$ cat config.mk
export PLATFORM = sky130hd
export DESIGN_NAME = adc_readout_host_flat
export DESIGN_NICKNAME = d
export VERILOG_FILES = /design/src/adc_link_pkg.sv /design/src/adc_spi_if.sv /design/src/adc_readout_host.sv /design/src/flat_wrapper.sv
export SDC_FILE = /design/constraint.sdc
export NUM_CORES = 1
export LEC_CHECK = 0
export BUFFER_PORTS_ARGS = -buffer_cell sky130_fd_sc_hd__buf_2
export CAP_MARGIN = 5
export CORE_MARGIN = 8
export CORE_UTILIZATION = 40
export CTS_CLUSTER_SIZE = 10
export DETAILED_ROUTE_END_ITERATION = 8
export HOLD_SLACK_MARGIN = 0.1
export RECOVER_POWER = 50
export SLEW_MARGIN = 5
export SYNTH_ARGS = -nofsm -noshare
export SYNTH_HDL_FRONTEND = slang
export SYNTH_SLANG_ARGS = --single-unit
export TNS_END_PERCENT = 1
$ cat constraint.sdc
create_clock -name CLK_I -period 7.8 [get_ports CLK_I]
set_input_delay 1.17 -clock CLK_I [delete_from_list [all_inputs] [get_ports CLK_I]]
set_output_delay 1.17 -clock CLK_I [all_outputs]
set_load 0.03 [all_outputs]
$ cat src/adc_link_pkg.sv
// shared constants, command codes and helpers of the converter serial link
package adc_link_pkg;

	// ==========================================================
	// clocks and timing
	localparam int CLK_HZ        = 250_000_000;
	localparam int XTAL_HZ       = 8_000_000;
	// converter clock period in system cycles, rounded down
	localparam int XTAL_DIV      = CLK_HZ / XTAL_HZ;
	localparam int SCLK_MIN_HZ   = 8_000_000;
	// longest legal half period of the serial clock, rounded down
	localparam int SCLK_HALF_MAX = CLK_HZ / (2 * SCLK_MIN_HZ);

	// ==========================================================
	// strap patterns
	localparam logic [1:0] FILT_WIDEBAND2 = 2'h1;
	localparam logic [1:0] OSR_SEL_RESET  = 2'h1;
	localparam logic       HR_RESET       = 1'h1;
	localparam logic       LDO_RESET_N    = 1'h0;
	// wideband 2 passband edge, as a fraction of the word rate
	localparam int PASSBAND_NUM = 4;
	localparam int PASSBAND_DEN = 10;

	// ==========================================================
	// configuration register and commands
	localparam logic [7:0] CFG_ADDR      = 8'h01;
	localparam int         CFG_SD_BIT    = 1;
	localparam logic [7:0] CFG_RESET     = 8'h00;
	localparam logic [7:0] CMD_NOP       = 8'h00;
	localparam logic [7:0] CMD_START     = 8'h08;
	localparam logic [7:0] CMD_STOP      = 8'h0a;
	localparam logic [7:0] CMD_WREG_BASE = 8'h40;
	localparam logic [7:0] CMD_WCFG      = CMD_WREG_BASE | CFG_ADDR;

	// ==========================================================
	// word layout
	localparam int         DATA_BITS   = 24;
	localparam int         STATUS_BITS = 8;
	localparam int         WORD_BITS   = 32;
	localparam int         CMD_BITS    = 8;
	localparam logic [5:0] LEN_DATA    = 6'h18;
	localparam logic [5:0] LEN_FULL    = 6'h20;
	localparam logic [5:0] LEN_CMD     = 6'h08;
	localparam logic [5:0] LEN_CMD_ARG = 6'h10;

	// oversampling ratio for a strap pattern
	function automatic logic [8:0] osr_value(input logic [1:0] sel);
		case (sel)
			2'h0:    osr_value = 9'h020;
			2'h1:    osr_value = 9'h040;
			2'h2:    osr_value = 9'h080;
			default: osr_value = 9'h100;
		endcase
	endfunction

	// bits per result for a status-disable setting
	function automatic logic [5:0] word_len(input logic sd);
		word_len = sd ? LEN_DATA : LEN_FULL;
	endfunction

endpackage

$ cat src/adc_spi_if.sv
// serial link and strap pins between the converter and its host
interface adc_spi_if;
	// serial bus
	logic       sclk;
	logic       cs_n;
	logic       mosi;
	logic       miso;
	logic       result_ready_n;
	// strap pins
	logic [1:0] filter_select;
	logic [1:0] oversample_ratio_select;
	logic       high_resolution_select;
	logic       internal_regulator_enable_n;
	logic       start_pin;

	modport device (
		input  sclk, cs_n, mosi,
		input  filter_select, oversample_ratio_select,
		input  high_resolution_select, internal_regulator_enable_n, start_pin,
		output miso, result_ready_n
	);
	modport host (
		output sclk, cs_n, mosi,
		output filter_select, oversample_ratio_select,
		output high_resolution_select, internal_regulator_enable_n, start_pin,
		input  miso, result_ready_n
	);
endinterface

$ cat src/adc_readout_host.sv
// host end: drives straps, sends commands and reads result words
module adc_readout_host #(
	parameter int SCLK_HALF = 2
) (
	// clock and reset
	input  wire logic        CLK_I,
	input  wire logic        ARST_N_I,
	// link to the converter
	adc_spi_if.host          LINK,
	// strap levels wanted by the user
	input  wire logic [1:0]  FILTER_SEL_I,
	input  wire logic [1:0]  OSR_SEL_I,
	input  wire logic        HR_SEL_I,
	input  wire logic        LDO_EN_N_I,
	input  wire logic        START_PIN_I,
	// command requests, one-cycle pulses
	input  wire logic        START_CMD_I,
	input  wire logic        STOP_CMD_I,
	input  wire logic        CFG_WR_I,
	input  wire logic        CFG_SD_I,
	output logic             CMD_BUSY_O,
	// result stream
	output logic [31:0]      WORD_O,
	output logic             WORD_LEN32_O,
	output logic             WORD_VALID_O,
	input  wire logic        WORD_READY_I
);

	// gray coded along idle, low, high, done
	typedef enum logic [1:0] {
		S_IDLE = 2'h0,
		S_LOW  = 2'h1,
		S_HIGH = 2'h3,
		S_DONE = 2'h2
	} hst_phase_t;

	// ==========================================================
	// state, including the two-entry result buffer
	typedef struct packed {
		hst_phase_t       phase;
		logic [7:0]       hc;
		logic [5:0]       bit_cnt;
		logic [5:0]       nbits;
		logic             is_read;
		logic             is_cfg;
		logic [31:0]      tx;
		logic [31:0]      rx;
		logic             sclk;
		logic             cs_n;
		logic             mosi;
		logic             p_start;
		logic             p_stop;
		logic             p_cfg;
		logic             cfg_val;
		logic             sd_cur;
		logic [1:0]       cnt;
		logic [1:0][32:0] mem;
		logic [7:0]       straps;
		logic             busy;
		logic             valid;
	} hst_state_t;

	hst_state_t st_reg;
	hst_state_t st_next;
	logic       half_done;
	logic       pop;
	logic [32:0] rd_word;

	assign half_done = (st_reg.hc == 8'(SCLK_HALF - 1));
	assign pop       = WORD_READY_I & (st_reg.cnt != 2'h0);
	// 24-bit words come out right aligned
	assign rd_word   = {~st_reg.sd_cur, st_reg.sd_cur ?
		{8'h00, st_reg.rx[22:0], LINK.miso} : {st_reg.rx[30:0], LINK.miso}};

	// ==========================================================
	// next-state logic
	always_comb begin
		st_next        = st_reg;
		st_next.straps = {FILTER_SEL_I, OSR_SEL_I, HR_SEL_I, LDO_EN_N_I, START_PIN_I, 1'b0};

		// buffer drain side
		if (pop) begin
			st_next.mem[0] = st_reg.mem[1];
			st_next.cnt    = st_reg.cnt - 2'h1;
		end

		case (st_reg.phase)
			S_IDLE: begin
				st_next.hc      = '0;
				st_next.bit_cnt = '0;
				st_next.is_read = 1'b0;
				st_next.is_cfg  = 1'b0;
				// start or stop command, issued ahead of config writes and reads
				if (st_reg.p_start || st_reg.p_stop) begin
					st_next.tx      = {st_reg.p_start ? adc_link_pkg::CMD_START :
						adc_link_pkg::CMD_STOP, 24'h000000};
					st_next.nbits   = adc_link_pkg::LEN_CMD;
					st_next.p_start = 1'b0;
					st_next.p_stop  = st_reg.p_start & st_reg.p_stop;
					st_next.cs_n    = 1'b0;
					st_next.phase   = S_LOW;
				end else if (st_reg.p_cfg) begin
					st_next.tx     = {adc_link_pkg::CMD_WCFG,
						6'h00, st_reg.cfg_val, 1'b0, 16'h0000};
					st_next.nbits  = adc_link_pkg::LEN_CMD_ARG;
					st_next.p_cfg  = 1'b0;
					st_next.is_cfg = 1'b1;
					st_next.cs_n   = 1'b0;
					st_next.phase  = S_LOW;
				// read only after ready seen, and with room
				end else if (!LINK.result_ready_n && st_reg.cnt != 2'h2) begin
					st_next.tx      = '0;
					st_next.nbits   = adc_link_pkg::word_len(st_reg.sd_cur);
					st_next.is_read = 1'b1;
					st_next.cs_n    = 1'b0;
					st_next.phase   = S_LOW;
				end
			end
			// half period bounds the serial clock rate
			S_LOW: begin
				st_next.hc = st_reg.hc + 8'h01;
				if (half_done) begin
					st_next.hc    = '0;
					st_next.sclk  = 1'b1;
					st_next.mosi  = st_reg.tx[31];
					st_next.tx    = {st_reg.tx[30:0], 1'b0};
					st_next.phase = S_HIGH;
				end
			end
			S_HIGH: begin
				st_next.hc = st_reg.hc + 8'h01;
				if (half_done) begin
					st_next.hc      = '0;
					st_next.sclk    = 1'b0;
					st_next.rx      = {st_reg.rx[30:0], LINK.miso};
					st_next.bit_cnt = st_reg.bit_cnt + 6'h01;
					st_next.phase   = (st_reg.bit_cnt + 6'h01 == st_reg.nbits) ? S_DONE : S_LOW;
					if (st_reg.bit_cnt + 6'h01 == st_reg.nbits && st_reg.is_read) begin
						st_next.mem[st_next.cnt[0]] = rd_word;
						st_next.cnt = st_next.cnt + 2'h1;
					end
				end
			end
			S_DONE: begin
				st_next.hc = st_reg.hc + 8'h01;
				if (half_done) begin
					st_next.cs_n  = 1'b1;
					st_next.mosi  = 1'b0;
					st_next.phase = S_IDLE;
					if (st_reg.is_cfg) begin
						st_next.sd_cur = st_reg.cfg_val;
					end
				end
			end
			default: begin
				st_next.phase = S_IDLE;
				st_next.cs_n  = 1'b1;
				st_next.sclk  = 1'b0;
			end
		endcase

		// user requests, set wins over the clear above
		if (START_CMD_I) begin
			st_next.p_start = 1'b1;
		end
		if (STOP_CMD_I) begin
			st_next.p_stop = 1'b1;
		end
		if (CFG_WR_I) begin
			st_next.p_cfg   = 1'b1;
			st_next.cfg_val = CFG_SD_I;
		end

		// status outputs registered so they come straight from flops
		st_next.busy  = st_next.p_start | st_next.p_stop | st_next.p_cfg;
		st_next.valid = (st_next.cnt != 2'h0);
	end

	// ==========================================================
	// state register
	always_ff @(posedge CLK_I or negedge ARST_N_I) begin
		if (!ARST_N_I) begin
			st_reg        <= '0;
			st_reg.phase  <= S_IDLE;
			st_reg.cs_n   <= 1'b1;
			st_reg.straps <= {adc_link_pkg::FILT_WIDEBAND2, adc_link_pkg::OSR_SEL_RESET,
				adc_link_pkg::HR_RESET, adc_link_pkg::LDO_RESET_N, 2'h0};
		end else begin
			st_reg <= st_next;
		end
	end

	// ==========================================================
	// outputs, all from flops
	assign LINK.sclk                        = st_reg.sclk;
	assign LINK.cs_n                        = st_reg.cs_n;
	assign LINK.mosi                        = st_reg.mosi;
	assign LINK.filter_select               = st_reg.straps[7:6];
	assign LINK.oversample_ratio_select     = st_reg.straps[5:4];
	assign LINK.high_resolution_select      = st_reg.straps[3];
	assign LINK.internal_regulator_enable_n = st_reg.straps[2];
	assign LINK.start_pin                   = st_reg.straps[1];
	assign CMD_BUSY_O                       = st_reg.busy;
	assign WORD_O                           = st_reg.mem[0][31:0];
	assign WORD_LEN32_O                     = st_reg.mem[0][32];
	assign WORD_VALID_O                     = st_reg.valid;

endmodule

$ cat src/flat_wrapper.sv
// flat-port wrapper written by rule: the top's interface ports become plain ports
module adc_readout_host_flat 
#(
	parameter int SCLK_HALF = 2
)
  (CLK_I, ARST_N_I, FILTER_SEL_I, OSR_SEL_I, HR_SEL_I, LDO_EN_N_I, START_PIN_I, START_CMD_I, STOP_CMD_I, CFG_WR_I, CFG_SD_I, CMD_BUSY_O, WORD_O, WORD_LEN32_O, WORD_VALID_O, WORD_READY_I, LINK_sclk, LINK_cs_n, LINK_mosi, LINK_filter_select, LINK_oversample_ratio_select, LINK_high_resolution_select, LINK_internal_regulator_enable_n, LINK_start_pin, LINK_miso, LINK_result_ready_n);
  adc_spi_if LINK_i ();
  input  wire logic CLK_I;
  input  wire logic ARST_N_I;
  input  wire logic [1:0] FILTER_SEL_I;
  input  wire logic [1:0] OSR_SEL_I;
  input  wire logic HR_SEL_I;
  input  wire logic LDO_EN_N_I;
  input  wire logic START_PIN_I;
  input  wire logic START_CMD_I;
  input  wire logic STOP_CMD_I;
  input  wire logic CFG_WR_I;
  input  wire logic CFG_SD_I;
  output logic CMD_BUSY_O;
  output logic [31:0] WORD_O;
  output logic WORD_LEN32_O;
  output logic WORD_VALID_O;
  input  wire logic WORD_READY_I;
  output wire logic [$bits(LINK_i.sclk)-1:0] LINK_sclk;
  output wire logic [$bits(LINK_i.cs_n)-1:0] LINK_cs_n;
  output wire logic [$bits(LINK_i.mosi)-1:0] LINK_mosi;
  output wire logic [$bits(LINK_i.filter_select)-1:0] LINK_filter_select;
  output wire logic [$bits(LINK_i.oversample_ratio_select)-1:0] LINK_oversample_ratio_select;
  output wire logic [$bits(LINK_i.high_resolution_select)-1:0] LINK_high_resolution_select;
  output wire logic [$bits(LINK_i.internal_regulator_enable_n)-1:0] LINK_internal_regulator_enable_n;
  output wire logic [$bits(LINK_i.start_pin)-1:0] LINK_start_pin;
  input wire logic [$bits(LINK_i.miso)-1:0] LINK_miso;
  input wire logic [$bits(LINK_i.result_ready_n)-1:0] LINK_result_ready_n;
  assign LINK_sclk = LINK_i.sclk;
  assign LINK_cs_n = LINK_i.cs_n;
  assign LINK_mosi = LINK_i.mosi;
  assign LINK_filter_select = LINK_i.filter_select;
  assign LINK_oversample_ratio_select = LINK_i.oversample_ratio_select;
  assign LINK_high_resolution_select = LINK_i.high_resolution_select;
  assign LINK_internal_regulator_enable_n = LINK_i.internal_regulator_enable_n;
  assign LINK_start_pin = LINK_i.start_pin;
  assign LINK_i.miso = LINK_miso;
  assign LINK_i.result_ready_n = LINK_result_ready_n;
  adc_readout_host #(.SCLK_HALF(SCLK_HALF)) u_core (.CLK_I(CLK_I), .ARST_N_I(ARST_N_I), .LINK(LINK_i), .FILTER_SEL_I(FILTER_SEL_I), .OSR_SEL_I(OSR_SEL_I), .HR_SEL_I(HR_SEL_I), .LDO_EN_N_I(LDO_EN_N_I), .START_PIN_I(START_PIN_I), .START_CMD_I(START_CMD_I), .STOP_CMD_I(STOP_CMD_I), .CFG_WR_I(CFG_WR_I), .CFG_SD_I(CFG_SD_I), .CMD_BUSY_O(CMD_BUSY_O), .WORD_O(WORD_O), .WORD_LEN32_O(WORD_LEN32_O), .WORD_VALID_O(WORD_VALID_O), .WORD_READY_I(WORD_READY_I));
endmodule
======== Word-level counts from Yosys, hierarchy flattened ========
Index checks and enable logic that the tools add are counted.
storage, ports and cells
  output and inout port bits .............. 45
  memories ................................ 0
  register bits ........................... 172
  bits of input ports ..................... 16
  memory bits (read-only) ................. 0
  latch bits .............................. 0
  RAM bits ................................ 0
cells by class
  shifts and indexed selects .............. 0
  add/sub/neg operators ................... 4
  reduce and logical (&&, ||, !) cells .... 24
  div/mod/pow operators ................... 0
  magnitude comparators ................... 2
  equal/unequal tests ..................... 10
  $mul .................................... 0
  mux-type cells .......................... 47
  bitwise operators ....................... 5
operator list
  operator                                                number
  two-way mux 68 bit                                      3
  two-way mux 32 bit                                      5
  bitwise mux 66 bit                                      1
  two-way mux 33 bit                                      2
  case mux 32 bit (2 select lines)                        1
  case mux 10 bit (4 select lines)                        1
  demux 33 bit (select 1 bit)                             1
  two-way mux 2 bit                                       11
  two-way mux 6 bit                                       3
  AND reduction 3 bit                                     6
  two-way mux 16 bit                                      1
  nonzero test 2 bit                                      7
  case mux 6 bit (2 select lines)                         1
  two-way mux 1 bit                                       11
  two-way mux 10 bit                                      1
  adder 8 x 1 -> 8 bit (second input constant)            1
  equality test 8 x 1 -> 1 bit (second input constant)    1
  two-way mux 7 bit                                       1
  adder 6 x 1 -> 6 bit (second input constant)            1
  equality test 6 bit                                     1
  inequality test 2 x 1 -> 1 bit (second input constant)  3
  case mux 1 bit (2 select lines)                         3
  AND reduction 2 bit                                     3
  equality test 2 bit (second input constant)             2
  other kinds (17)                                        21

======== Longest topological paths before layout ========
  word-level depth ........................ 12
  mapped depth ............................ 10
  depth with buffers taken out ............ 7

======== Least setup slack after synthesis ========
OpenSTA, ideal clock, no wires.
  kind .................................... input to register
  from .................................... input port WORD_READY_I
  to ...................................... register u_core.st_reg, in the netlist u_core.WORD_O[23]
  data arrival time ....................... 2.847 ns
  stages .................................. 7
  path buffers ............................ 2
  data required time ...................... 7.675 ns
  slack ................................... 4.828 ns
  cells stage by stage .................... nand2b_1 clkbuf_1 xnor2_1 nand3_1 nor3_2 buf_2 mux2_2
RTL lines
  element               line                     RTL
  from (decl)           flat_wrapper.sv:23       input wire logic WORD_READY_I;
  to (signal assigned)  adc_readout_host.sv:189  st_reg <= st_next;
  to (decl)             adc_readout_host.sv:63   hst_state_t st_reg;

==> impl_metrics.yaml <==
setup_path:
  crit_start: "ARST_N_I"
  r2r_cells: 9
  setup.worst_path.end: "u_core.st_reg[97]"
  crit_path_top_delay_cell: "clkbuf_1"
  crit_required_ps: 7570
  regToRegSetupSlack_ps: 3410
  crit_chain: "buf_6 -> clkbuf_1"
  path_buf_inv: 2
  end_kind: "asynchronous set/reset pin"
  r2r-start: "u_core.st_reg[165]"
  r2r_end: "u_core.st_reg[43]"
  max_stage_delay_ps: 2430
  critPathKind: "in -> async"
  path_max_fanout: 92
  cp.arrival_ps: 4280
  path_depth: 2
  cp_top_family: "buffers and inverters"
  cp-start-kind: "input pin"
synth:
  synth_top_area_share: 0.541
  syn_avg_cell_area_um2: 11.0
  synth_cell_types: 45
  yosys.area.top_type: "dfrtp_1"
  ys_warn_count: 0
  synth.area.top_cells: "dfrtp_1 (54%), mux2_2 (9.0%), nand2_1 (6.1%)"
  synthCells: 621
  ys_ff_latch: 152
  syn-cell-area_mm2: 0.00685
  yosysSeqAreaShare: 0.556
  synth_edf_count: 0
  synth_ff_type: "dfrtp_1"
  syn_nets: 647
  synth-async-reset-ratio: 1.00
routing:
  first_iter_violations: 202
  routed_via_density: 4.93
  dr.pass1.iters: 5
  ant_nets: 0
  totalWireLength_um: 13300
  drc_errors: 0
  vias: 4358
  routedWlPerCell_um: 15.0
cts:
  hold_buffers: 0
  cts_tree: "done"
  clkSinkCount: 152
  cts_resized: 0
  h-tree-depth: 4
  cts_setup_buffers: 0
  clk_latency_ps: 430
  cts_inserted_buffers: 17
  max-clock-path-buffers: 2
  clk_pin_slew_ps: 60
  root_buffer: "clkbuf_16"
timing:
  fmaxAchievable_mhz: 222
  skew_ps: 8.47
  setup_violations: 0
  maxSlewViolCount: 100
  hold_viol: 0
  fin_crit_ps: 4510
  rsz0062_at_grt: "no"
  setup-tns-final_ps: 0
  timing_worst_slew_pin_value_ps: 3350
  fin_crit_sh: 0.578
  slew_headroom: -1.23
status:
  violations: "max-capacitance violations, max-slew violations"
  status: "finished with violations"
global_route:
  grt_max_degree: 93
  overflow: 0
  grt_pass1_vias: 4527
  grt_pass1_wl_um: 22500
  track_usage: 0.128
  grt_antenna_before_repair: 0
placed_design:
  gp_congestion: 0.790
  io_buffers: 60
  dpl.hpwl_um: 8500
floorplan:
  fp.dieW_um: 147
  core.rowCount: 48
  io_pins: 61
  fp.coreArea_mm2: 0.0170
  die-area_mm2: 0.0216
  start_util: 0.403
  die_h_um: 147
flow_run:
  maxCapViolCount: 2
power:
  ir_drop_uv: 171
  power_density_mw_per_mm2: 305
  p_total_uw: 2330
  cellLeakagePower_uw: 0.00364
final_layout:
  nFillCells: 1589
  antennaDiodeCount: 0
  drive_gt1_frac: 0.173
  syn2layout_area_growth_pct: 11.6
  final_nets: 672
  largest_reg_flops: 107
  regArea_mm2: 0.00381
  multi_input_area_mm2: 0.00254
min_path:
  hp-class: "reg -> reg"
==> worst register-to-register path, stage by stage (launching register included) <==
cell and delay (ps):
dfrtp_1 420, inv_1 70, ha_1 130, or4b_1 540, nor4b_4 230, clkbuf_1 1290
nand2_1 340, nor4_4 330, buf_4 500, mux2_2 420
==> layout make-up <==
type	count	share of cell area
sequential	152	0.499
tap	225	0.0368
inverter	30	0.0147
multi-input combinational	377	0.333
clock buffer	19	0.0593
timing repair buffer	68	0.0388
clock inverter	13	0.0190
==> routing by layer <==
layer	wire [um]	GRT usage
met3	555	0.0345
met4	170	0.0495
met1	6320	0.163
met5	0	0
met2	6230	0.205
==> cell usage in the layout (no fill, tap or decap), types with 3 or more instances in the layout <==
master and n:
or3_1 3, a21oi_1 21, nand2_1 112, dfstp_2 4, a21o_1 3, mux2_1 21
o21ai_0 27, ha_1 10, nor2_1 35, inv_1 29, buf_4 5, nand3_1 20
xnor2_1 8, dfrtp_1 148, o31ai_1 4, clkinvlp_4 5, xor2_1 8, clkbuf_1 50
mux2_2 55, clkbuf_16 17, mux2i_1 20, and3_1 3, buf_2 12
==> worst min path at each step <==
stage                                   from            endpoint  cells past startpoint
final                       u_core.LINK.mosi    u_core.LINK.mosi                      1
after global placement     u_core.st_reg[49]   u_core.st_reg[49]                      1
after floorplan           u_core.st_reg[116]  u_core.st_reg[116]                      2
after detailed placement    u_core.LINK.mosi    u_core.LINK.mosi                      1
after global routing       u_core.st_reg[62]   u_core.st_reg[62]                      1
after CTS                   u_core.LINK.mosi    u_core.LINK.mosi                      1
==> cell families after synthesis <==
kind of cell	synth area share
flip-flops	0.556
XOR/XNOR	0.0205
buffers and inverters	0.0729
AND/OR/NAND/NOR	0.122
adder cells (fa/ha/maj)	0.0183
AO/OA/AOI/OAI	0.0559
multiplexers	0.154
==> power by group <==
part           switching [uW]  total [uW]  internal [uW]
registers                70.2         954            883
logic                     370         546            175
clock network             337         828            491
==> metrics by stage <==
step	utilization	instances	setup WS, ps	cell area, um2	hold slack [ps]
final	0.449	884	3290	7640	479
after global placement	0.419	852	4370	7120	464
after detailed placement	0.419	852	4260	7120	465
after floorplan	-	621	4830	6850	446
after global routing	0.449	884	2550	7640	502
after CTS	0.454	884	4530	7710	479
==> cells in the mapped netlist, types with 20 or more instances <==
master	n
dfrtp_1	148
nand2_1	112
mux2_2	55
buf_4	38
nor2_1	35
inv_1	29
o21ai_0	27
a21oi_1	21
mux2_1	21
clkbuf_1	20
mux2i_1	20
nand3_1	20
(Power assumes the default switching activity.)
